File: config.mk
export PLATFORM = sky130hd
export DESIGN_NAME = video_sync_supremacy_outputs
export DESIGN_NICKNAME = d
export VERILOG_FILES = /design/src/logic/sync_out_pkg.sv /design/src/logic/sync_pixel_stage.sv /design/src/logic/video_sync_supremacy_outputs.sv
export SDC_FILE = /design/constraint.sdc
export NUM_CORES = 1
export LEC_CHECK = 0
export ABC_AREA = 1
export ABC_CLOCK_PERIOD_IN_PS = 7150
export BUFFER_PORTS_ARGS = -buffer_cell sky130_fd_sc_hd__buf_2
export CAP_MARGIN = 20
export CORE_MARGIN = 1.5
export CORE_UTILIZATION = 42
export DETAILED_ROUTE_END_ITERATION = 16
export GPL_ROUTABILITY_DRIVEN = 0
export PLACE_DENSITY_LB_ADDON = 0.12
export SLEW_MARGIN = 40
export SYNTH_ARGS = -nofsm -noshare
export SYNTH_HDL_FRONTEND = slang
export SYNTH_SLANG_ARGS = --single-unit
File: constraint.sdc
create_clock -name sys_clk -period 7.15 [get_ports sys_clk]
set_clock_uncertainty 0.2 [all_clocks]
set_input_delay 0.3575 -clock sys_clk [delete_from_list [all_inputs] [get_ports sys_clk]]
set_output_delay 0.3575 -clock sys_clk [all_outputs]
set_load 0.05 [all_outputs]
File: src/logic/sync_out_pkg.sv
package sync_out_pkg;
  // ***************************************************************
  // register map (byte addresses on the AXI4-Lite slave)
  // ***************************************************************
  localparam logic [7:0] ADDR_CTRL = 8'h00;
  localparam logic [7:0] ADDR_HSYNC_W = 8'h04;
  localparam logic [7:0] ADDR_VSYNC_W = 8'h08;
  localparam logic [7:0] ADDR_LINE_LEN = 8'h0C;
  localparam logic [7:0] ADDR_FRAME_LEN = 8'h10;
  localparam logic [7:0] ADDR_STATUS = 8'h14;
  // ***************************************************************
  // field positions and reset values
  // ***************************************************************
  localparam int CTRL_CSYNC_BIT = 7;
  localparam int CTRL_EN_BIT = 0;
  localparam logic [7:0] CTRL_RST = 8'h00;
  localparam logic [7:0] HSYNC_W_RST = 8'h08;
  localparam logic [7:0] VSYNC_W_RST = 8'h02;
  localparam logic [10:0] LINE_LEN_RST = 11'h0FF;
  localparam logic [10:0] FRAME_LEN_RST = 11'h0FF;
  localparam int PAL_SUP_BIT = 12;
  localparam logic [1:0] RESP_OKAY = 2'h0;
  localparam logic [1:0] RESP_SLVERR = 2'h2;
endpackage

File: src/logic/sync_pixel_stage.sv
`timescale 1ns/1ps
`default_nettype none
module sync_pixel_stage (
  input wire logic sys_clk,
  input wire logic rst_n,
  input wire logic pix_en,
  input wire logic [12:0] pix_colour,
  input wire logic pix_sup_valid,
  output logic mixer_priority_out_n,
  output logic [3:0] red_nibble_ext_out
);
  // ***************************************************************
  // registered per-pixel outputs
  // ***************************************************************
  logic sup_ff;
  logic [3:0] red_ff;

  // supremacy taken from bit 12 of the pixel's colour, masked by pix_sup_valid, each pixel
  always_ff @(posedge sys_clk or negedge rst_n) begin
    if (!rst_n) begin
      sup_ff <= 1'b1;
    end else if (pix_en) begin
      sup_ff <= ~(pix_sup_valid & pix_colour[sync_out_pkg::PAL_SUP_BIT]);
    end
  end

  // inverted red nibble, same pixel alignment
  always_ff @(posedge sys_clk or negedge rst_n) begin
    if (!rst_n) begin
      red_ff <= 4'hF;
    end else if (pix_en) begin
      red_ff <= ~pix_colour[3:0];
    end
  end

  assign mixer_priority_out_n = sup_ff;
  assign red_nibble_ext_out = red_ff;

  property p_sup_follows;
    @(posedge sys_clk) disable iff (!rst_n)
      pix_en |=> mixer_priority_out_n == ~($past(pix_sup_valid) & $past(pix_colour[12]));
  endproperty
  a_sup_follows: assert property (p_sup_follows) else $error("supremacy output wrong");

  property p_red_inv;
    @(posedge sys_clk) disable iff (!rst_n)
      pix_en |=> red_nibble_ext_out == ~$past(pix_colour[3:0]);
  endproperty
  a_red_inv: assert property (p_red_inv) else $error("red nibble not inverted");

  property p_hold;
    @(posedge sys_clk) disable iff (!rst_n)
      !pix_en |=> $stable(red_nibble_ext_out) && $stable(mixer_priority_out_n);
  endproperty
  a_hold: assert property (p_hold) else $error("pixel outputs moved off pixel edge");

  property p_cov_sup;
    @(posedge sys_clk) disable iff (!rst_n) !mixer_priority_out_n;
  endproperty
  c_cov_sup: cover property (p_cov_sup);
endmodule
`default_nettype wire

File: src/logic/video_sync_supremacy_outputs.sv
`timescale 1ns/1ps
`default_nettype none
module video_sync_supremacy_outputs (
  input wire logic sys_clk,
  input wire logic resetn,
  input wire logic pix_en,
  input wire logic [12:0] pix_colour,
  input wire logic pix_sup_valid,
  input wire logic req_pulse,
  output logic req_is_video,
  output logic line_sync_n,
  output logic frame_sync_n,
  output logic mixer_priority_out_n,
  output logic [3:0] red_nibble_ext_out,
  input wire logic [7:0] s_axi_awaddr,
  input wire logic s_axi_awvalid,
  output logic s_axi_awready,
  input wire logic [31:0] s_axi_wdata,
  input wire logic [3:0] s_axi_wstrb,
  input wire logic s_axi_wvalid,
  output logic s_axi_wready,
  output logic [1:0] s_axi_bresp,
  output logic s_axi_bvalid,
  input wire logic s_axi_bready,
  input wire logic [7:0] s_axi_araddr,
  input wire logic s_axi_arvalid,
  output logic s_axi_arready,
  output logic [31:0] s_axi_rdata,
  output logic [1:0] s_axi_rresp,
  output logic s_axi_rvalid,
  input wire logic s_axi_rready
);
  // ***************************************************************
  // reset release
  // ***************************************************************
  logic rst_meta_ff;
  logic rst_n;

  // two-stage release of the async reset
  always_ff @(posedge sys_clk or negedge resetn) begin
    if (!resetn) begin
      rst_meta_ff <= 1'b0;
      rst_n <= 1'b0;
    end else begin
      rst_meta_ff <= 1'b1;
      rst_n <= rst_meta_ff;
    end
  end

  // ***************************************************************
  // registers
  // ***************************************************************
  logic [7:0] ctrl_ff;
  logic [7:0] hsync_w_ff;
  logic [7:0] vsync_w_ff;
  logic [10:0] line_len_ff;
  logic [10:0] frame_len_ff;
  logic aw_ff;
  logic w_ff;
  logic [7:0] awaddr_ff;
  logic [31:0] wdata_ff;
  logic [3:0] wstrb_ff;
  logic bvalid_ff;
  logic [1:0] bresp_ff;
  logic rvalid_ff;
  logic [31:0] rdata_ff;
  logic [1:0] rresp_ff;
  logic wr_go;

  function automatic logic addr_known(input logic [7:0] a);
    addr_known = (a == sync_out_pkg::ADDR_CTRL) || (a == sync_out_pkg::ADDR_HSYNC_W) ||
                 (a == sync_out_pkg::ADDR_VSYNC_W) || (a == sync_out_pkg::ADDR_LINE_LEN) ||
                 (a == sync_out_pkg::ADDR_FRAME_LEN) || (a == sync_out_pkg::ADDR_STATUS);
  endfunction

  assign s_axi_awready = !aw_ff && !bvalid_ff;
  assign s_axi_wready = !w_ff && !bvalid_ff;
  assign wr_go = aw_ff && w_ff && !bvalid_ff;

  // capture address and data in either order
  always_ff @(posedge sys_clk or negedge rst_n) begin
    if (!rst_n) begin
      aw_ff <= 1'b0;
      w_ff <= 1'b0;
      awaddr_ff <= 8'h00;
      wdata_ff <= 32'h0000_0000;
      wstrb_ff <= 4'h0;
    end else begin
      if (s_axi_awvalid && s_axi_awready) begin
        aw_ff <= 1'b1;
        awaddr_ff <= {s_axi_awaddr[7:2], 2'h0};
      end else if (wr_go) begin
        aw_ff <= 1'b0;
      end
      if (s_axi_wvalid && s_axi_wready) begin
        w_ff <= 1'b1;
        wdata_ff <= s_axi_wdata;
        wstrb_ff <= s_axi_wstrb;
      end else if (wr_go) begin
        w_ff <= 1'b0;
      end
    end
  end

  // write response
  always_ff @(posedge sys_clk or negedge rst_n) begin
    if (!rst_n) begin
      bvalid_ff <= 1'b0;
      bresp_ff <= sync_out_pkg::RESP_OKAY;
    end else if (wr_go) begin
      bvalid_ff <= 1'b1;
      bresp_ff <= addr_known(awaddr_ff) ? sync_out_pkg::RESP_OKAY : sync_out_pkg::RESP_SLVERR;
    end else if (s_axi_bready) begin
      bvalid_ff <= 1'b0;
    end
  end

  // register updates, low lanes only carry data
  always_ff @(posedge sys_clk or negedge rst_n) begin
    if (!rst_n) begin
      ctrl_ff <= sync_out_pkg::CTRL_RST;
      hsync_w_ff <= sync_out_pkg::HSYNC_W_RST;
      vsync_w_ff <= sync_out_pkg::VSYNC_W_RST;
      line_len_ff <= sync_out_pkg::LINE_LEN_RST;
      frame_len_ff <= sync_out_pkg::FRAME_LEN_RST;
    end else if (wr_go) begin
      case (awaddr_ff)
        sync_out_pkg::ADDR_CTRL: if (wstrb_ff[0]) ctrl_ff <= wdata_ff[7:0];
        sync_out_pkg::ADDR_HSYNC_W: if (wstrb_ff[0]) hsync_w_ff <= wdata_ff[7:0];
        sync_out_pkg::ADDR_VSYNC_W: if (wstrb_ff[0]) vsync_w_ff <= wdata_ff[7:0];
        sync_out_pkg::ADDR_LINE_LEN: begin
          if (wstrb_ff[0]) line_len_ff[7:0] <= wdata_ff[7:0];
          if (wstrb_ff[1]) line_len_ff[10:8] <= wdata_ff[10:8];
        end
        sync_out_pkg::ADDR_FRAME_LEN: begin
          if (wstrb_ff[0]) frame_len_ff[7:0] <= wdata_ff[7:0];
          if (wstrb_ff[1]) frame_len_ff[10:8] <= wdata_ff[10:8];
        end
        default: ;
      endcase
    end
  end

  // ***************************************************************
  // raster timing
  // ***************************************************************
  logic [10:0] hcnt_ff;
  logic [10:0] vcnt_ff;
  logic hs_ff;
  logic vs_ff;
  logic vcs_ff;
  logic line_end;
  logic en;

  assign en = ctrl_ff[sync_out_pkg::CTRL_EN_BIT];
  assign line_end = hcnt_ff >= line_len_ff;

  // horizontal counter advances per pixel, vertical counter once per line
  always_ff @(posedge sys_clk or negedge rst_n) begin
    if (!rst_n) begin
      hcnt_ff <= 11'h000;
      vcnt_ff <= 11'h000;
    end else if (!en) begin
      hcnt_ff <= 11'h000;
      vcnt_ff <= 11'h000;
    end else if (pix_en) begin
      if (line_end) begin
        hcnt_ff <= 11'h000;
        vcnt_ff <= (vcnt_ff >= frame_len_ff) ? 11'h000 : vcnt_ff + 11'h001;
      end else begin
        hcnt_ff <= hcnt_ff + 11'h001;
      end
    end
  end

  // sync outputs registered on every clock edge, not gated by pix_en
  always_ff @(posedge sys_clk or negedge rst_n) begin
    if (!rst_n) begin
      hs_ff <= 1'b1;
      vs_ff <= 1'b1;
      vcs_ff <= 1'b1;
    end else begin
      hs_ff <= !(en && (hcnt_ff < {2'h0, hsync_w_ff, 1'b0}));
      vs_ff <= !(en && (vcnt_ff < {3'h0, vsync_w_ff}));
      if (ctrl_ff[sync_out_pkg::CTRL_CSYNC_BIT]) begin
        vcs_ff <= ~(hs_ff ^ vs_ff);
      end else begin
        vcs_ff <= vs_ff;
      end
    end
  end

  assign line_sync_n = hs_ff;
  assign frame_sync_n = vcs_ff;

  // request class latched from line sync level
  always_ff @(posedge sys_clk or negedge rst_n) begin
    if (!rst_n) begin
      req_is_video <= 1'b1;
    end else if (req_pulse) begin
      req_is_video <= hs_ff;
    end
  end

  // ***************************************************************
  // read channel
  // ***************************************************************
  assign s_axi_arready = !rvalid_ff;
  always_ff @(posedge sys_clk or negedge rst_n) begin
    if (!rst_n) begin
      rvalid_ff <= 1'b0;
      rdata_ff <= 32'h0000_0000;
      rresp_ff <= sync_out_pkg::RESP_OKAY;
    end else if (s_axi_arvalid && s_axi_arready) begin
      rvalid_ff <= 1'b1;
      rresp_ff <= addr_known({s_axi_araddr[7:2], 2'h0}) ? sync_out_pkg::RESP_OKAY : sync_out_pkg::RESP_SLVERR;
      case ({s_axi_araddr[7:2], 2'h0})
        sync_out_pkg::ADDR_CTRL: rdata_ff <= {24'h000000, ctrl_ff};
        sync_out_pkg::ADDR_HSYNC_W: rdata_ff <= {24'h000000, hsync_w_ff};
        sync_out_pkg::ADDR_VSYNC_W: rdata_ff <= {24'h000000, vsync_w_ff};
        sync_out_pkg::ADDR_LINE_LEN: rdata_ff <= {21'h0, line_len_ff};
        sync_out_pkg::ADDR_FRAME_LEN: rdata_ff <= {21'h0, frame_len_ff};
        // status: [0] line sync, [1] shared sync, [12:2] hcnt, [24:14] vcnt
        sync_out_pkg::ADDR_STATUS: rdata_ff <= {7'h00, vcnt_ff, 1'b0, hcnt_ff, vcs_ff, hs_ff};
        default: rdata_ff <= 32'h0000_0000;
      endcase
    end else if (s_axi_rready) begin
      rvalid_ff <= 1'b0;
    end
  end

  assign s_axi_bvalid = bvalid_ff;
  assign s_axi_bresp = bresp_ff;
  assign s_axi_rvalid = rvalid_ff;
  assign s_axi_rdata = rdata_ff;
  assign s_axi_rresp = rresp_ff;

  sync_pixel_stage u_pix (
    .sys_clk(sys_clk),
    .rst_n(rst_n),
    .pix_en(pix_en),
    .pix_colour(pix_colour),
    .pix_sup_valid(pix_sup_valid),
    .mixer_priority_out_n(mixer_priority_out_n),
    .red_nibble_ext_out(red_nibble_ext_out)
  );

  // ***************************************************************
  // checks
  // ***************************************************************
  property p_csync;
    @(posedge sys_clk) disable iff (!rst_n)
      ctrl_ff[7] && $past(ctrl_ff[7]) |-> frame_sync_n == ~($past(hs_ff) ^ $past(vs_ff));
  endproperty
  a_csync: assert property (p_csync) else $error("composite sync not xnor");

  property p_vsel;
    @(posedge sys_clk) disable iff (!rst_n)
      !ctrl_ff[7] && !$past(ctrl_ff[7]) |-> frame_sync_n == $past(vs_ff);
  endproperty
  a_vsel: assert property (p_vsel) else $error("frame sync not routed");

  property p_hs_width;
    @(posedge sys_clk) disable iff (!rst_n)
      $past(en) && ($past(hcnt_ff) < {2'h0, $past(hsync_w_ff), 1'b0}) |-> !line_sync_n;
  endproperty
  a_hs_width: assert property (p_hs_width) else $error("line sync width wrong");

  property p_vs_width;
    @(posedge sys_clk) disable iff (!rst_n)
      $past(en) && ($past(vcnt_ff) >= {3'h0, $past(vsync_w_ff)}) |-> vs_ff;
  endproperty
  a_vs_width: assert property (p_vs_width) else $error("frame sync too long");

  property p_req;
    @(posedge sys_clk) disable iff (!rst_n)
      req_pulse |=> req_is_video == $past(line_sync_n);
  endproperty
  a_req: assert property (p_req) else $error("request class wrong");

  property p_cov_cs;
    @(posedge sys_clk) disable iff (!rst_n) ctrl_ff[7] && !line_sync_n;
  endproperty
  c_cov_cs: cover property (p_cov_cs);

  property p_cov_line;
    @(posedge sys_clk) disable iff (!rst_n) pix_en && line_end && en;
  endproperty
  c_cov_line: cover property (p_cov_line);

  property p_cov_cursor;
    @(posedge sys_clk) disable iff (!rst_n) req_pulse && !line_sync_n;
  endproperty
  c_cov_cursor: cover property (p_cov_cursor);
endmodule
`default_nettype wire

==> flow_summary.ini <==
[outcome]
status = finished clean

[timing]
worst_slack_ns = 4.53
fin_crit_ns = 2.62
rsz0062_at_grt = false
fin_crit_sh_pct = 36.7
hold_violations = 0
fmax_mhz = 381
fin_setup_tns_ns = 0
setup_viol = 0
fin_hold_ws_ns = 0.0118
slew-limit-headroom_pct = 48.7
drv_slew = 0
tightest_slew_ns = 0.763

[global_route]
antenna_found_initial = 0
grt_max_degree = 76
grtUsageTotal_pct = 22.4
gr-total-overflow = 0
grt_pass1_vias = 5395
grt_pass1_wl_mm = 28.4

[drt]
wire_per_inst_um = 15.0
wl_mm = 17.5
vias = 5735
drc = 0
drt_first_iter_violations = 366
vias_per_cell = 4.94
dr.pass1.iters = 5
ant_nets = 0

[floorplan]
row_count = 46
die_area_sq_um = 16900
fp.coreArea_sq_um = 15800
fp.dieW_um = 130
io_pins = 124
initial_utilization_pct = 42.8
die_y_um = 130

[cts]
h-tree-depth = 4
clockBufferDepth = 2
cts_resized = 0
cts_buffers = 17
clk_pin_slew_worst_paths_ns = 0.06
postCtsSetupRepairBufs = 0
clkSinkCount = 128
cts_tree = built
cts-root-buf = clkbuf_16
insertion_delay_ns = 0.42
cts_hold_buf = 27

[logic_synthesis]
avgSynthCellArea_sq_um = 8.18
yosysUniqueCellTypes = 36
synth_ff_type = dfrtp_1
synth_edf_count = 0
synth-seq-area-share_pct = 47.8
yosysTopAreaCellShare_pct = 37.3
synthTopCellsByArea = dfrtp_1 (37%), nand2_1 (11%), dfstp_2 (10%)
ys_seq_elements = 128
ys_warn_count = 0
synth_top_area_cell = dfrtp_1
synthArstFlopShare_pct = 100
syn_area_sq_um = 6770
synthCells = 828

[placement]
dpl.hpwl_mm = 12.9
pre_cts_ws_ns = 4.55
placement.io_buffers = 78
dp_cells = 1103

[layout]
regArea_sq_um = 3240
fin_cells = 1162
drive_above_1_share_pct = 17.1
diodes = 0
area_delta_synth_final_pct = 20.6
finalNetCount = 1046
nFillCells = 1533
multi_input_area_sq_um = 3000

[setup_path]
startpoint_type = flop
r2r_cells = 9
cp.required_ns = 7.29
cp.arrival_ns = 2.76
worst-path-max-fanout = 12
critical_path.max_stage_delay_ns = 0.52
path_class = flop to flop
crit_chain = inv_1 > ha_1 > a21oi_1 > nand2_1 > a21oi_1 > nand4_2 > nand2_1 > inv_1 > nor2_1
crit_path_end_kind = flop
worst_path_max_delay_cell = dfstp_2

[worst_hold_path]
hold_class = primary input to flop
whs_path_depth = 3

[flow_run]
cap_viol_max_count = 0

[power_and_ir_drop]
power_w = 0.00251
vdd_drop_max_uv = 270
p_leak_nw = 4.10
power_density_nw_per_um2 = 308
## metrics by stage
stage               area [sq um]  util (%)
global placement            7300      46.2
CTS                         8160      51.6
detailed placement          7310      46.2
global route                8170      51.6
finish                      8170      51.6
floorplan                   6810         -
## cells by family (layout without fill, tap and decap cells)
kind of cell / after synthesis / after routing / synth area share (%)
buffers and inverters: 133 / 242 / 8.37
adders and majority gates: 38 / 38 / 7.02
and+or+nand+nor: 381 / 381 / 24.0
DFF: 128 / 128 / 47.8
AOI/OAI and AO/OA: 130 / 130 / 10.4
xor gates and xnor gates: 11 / 11 / 1.42
other: 2 / 11 / 0.111
muxes: 5 / 5 / 0.831
## area by class of cell
class | instances | share of cell area, %
Timing Repair Buffer | 107 | 8.32
Multi-Input combinational cell | 576 | 36.8
Inverter | 103 | 4.73
Sequential cell | 128 | 39.7
Clock buffer | 22 | 5.81
Clock inverter | 10 | 1.36
Tap cell | 216 | 3.31
## sequential cells by signal, summed over array words and instances, names as in the netlist, 2 cells and up
name,count
ctrl_ff,8
line_len_ff,11
awaddr_ff,6
u_pix.red_nibble_ext_out,4
hcnt_ff,11
wdata_ff,11
hsync_w_ff,8
frame_len_ff,11
wstrb_ff,2
s_axi_rdata,24
vcnt_ff,11
vsync_w_ff,8
## power breakdown
group / internal [W] / switching (W)
Combinational: 0.000184 / 0.000421
Clock: 0.000539 / 0.000319
Sequential: 0.000919 / 0.000131
Total: 0.00164 / 0.000870
## cells in the mapped netlist (3+ instances only)
cell type,number
a22oi_1,6
xor2_1,7
buf_2,11
nand3_1,30
nor2_2,5
a21oi_1,41
mux2_2,5
nor3_1,7
o31ai_1,8
nand4_1,25
nor2_4,3
dfrtp_1,101
inv_1,98
nand2_1,207
nor2_1,99
clkbuf_1,6
xnor2_1,4
ha_1,38
dfstp_2,27
buf_4,10
o22ai_1,3
inv_2,5
o21ai_0,63
## layout by cell type, fill, tap and decap left out, types with 3 or more instances in the layout
| master | count |
|---|---|
| xor2_1 | 7 |
| dfstp_2 | 27 |
| nor3_1 | 7 |
| nor2_4 | 3 |
| clkbuf_8 | 3 |
| a22oi_1 | 6 |
| a21oi_1 | 41 |
| o21ai_0 | 63 |
| buf_2 | 78 |
| o22ai_1 | 3 |
| inv_2 | 5 |
| nor2_2 | 5 |
| xnor2_1 | 4 |
| o31ai_1 | 8 |
| conb_1 | 11 |
| nand4_1 | 25 |
| clkinvlp_4 | 3 |
| nand2_1 | 206 |
| mux2_2 | 5 |
| nor2_1 | 99 |
| nand3_1 | 30 |
| dfrtp_1 | 100 |
| clkinv_2 | 4 |
| dlygate4sd3_1 | 27 |
| ha_1 | 38 |
| inv_1 | 98 |
| clkbuf_16 | 17 |
## per-layer routing
| metal | track usage (%) | part of all wire, % | up-vias |
|---|---|---|---|
| li1 | - | - | 2888 |
| met1 | 31.0 | 49 | 2681 |
| met2 | 34.8 | 44 | 133 |
| met3 | 4.06 | 3.9 | 33 |
| met4 | 9.02 | 2.6 | 0 |
| met5 | 0 | 0 | - |
## final timing paths
check	slack, ns	startpoint	to
max	4.53	line_len_ff[6]	hcnt_ff[3]
min	0.01	s_axi_wdata[0]	wdata_ff[0]
max reg2reg	4.53	line_len_ff[6]	hcnt_ff[3]
min reg2reg	0.16	rst_meta_ff	rst_n
max in group asynchronous	5.43	rst_n	s_axi_rdata[0]
min in group asynchronous	0.04	resetn	rst_n
## critical path, delay by kind of cell, from the launching register on
kind            cells  cell delay (ns)
flops               1             0.52
simple gates        4             0.85
fa+ha+maj           1             0.33
buf+inv             2             0.30
compound gates      2             0.33
No activity file was read; power rests on OpenSTA's default activity.
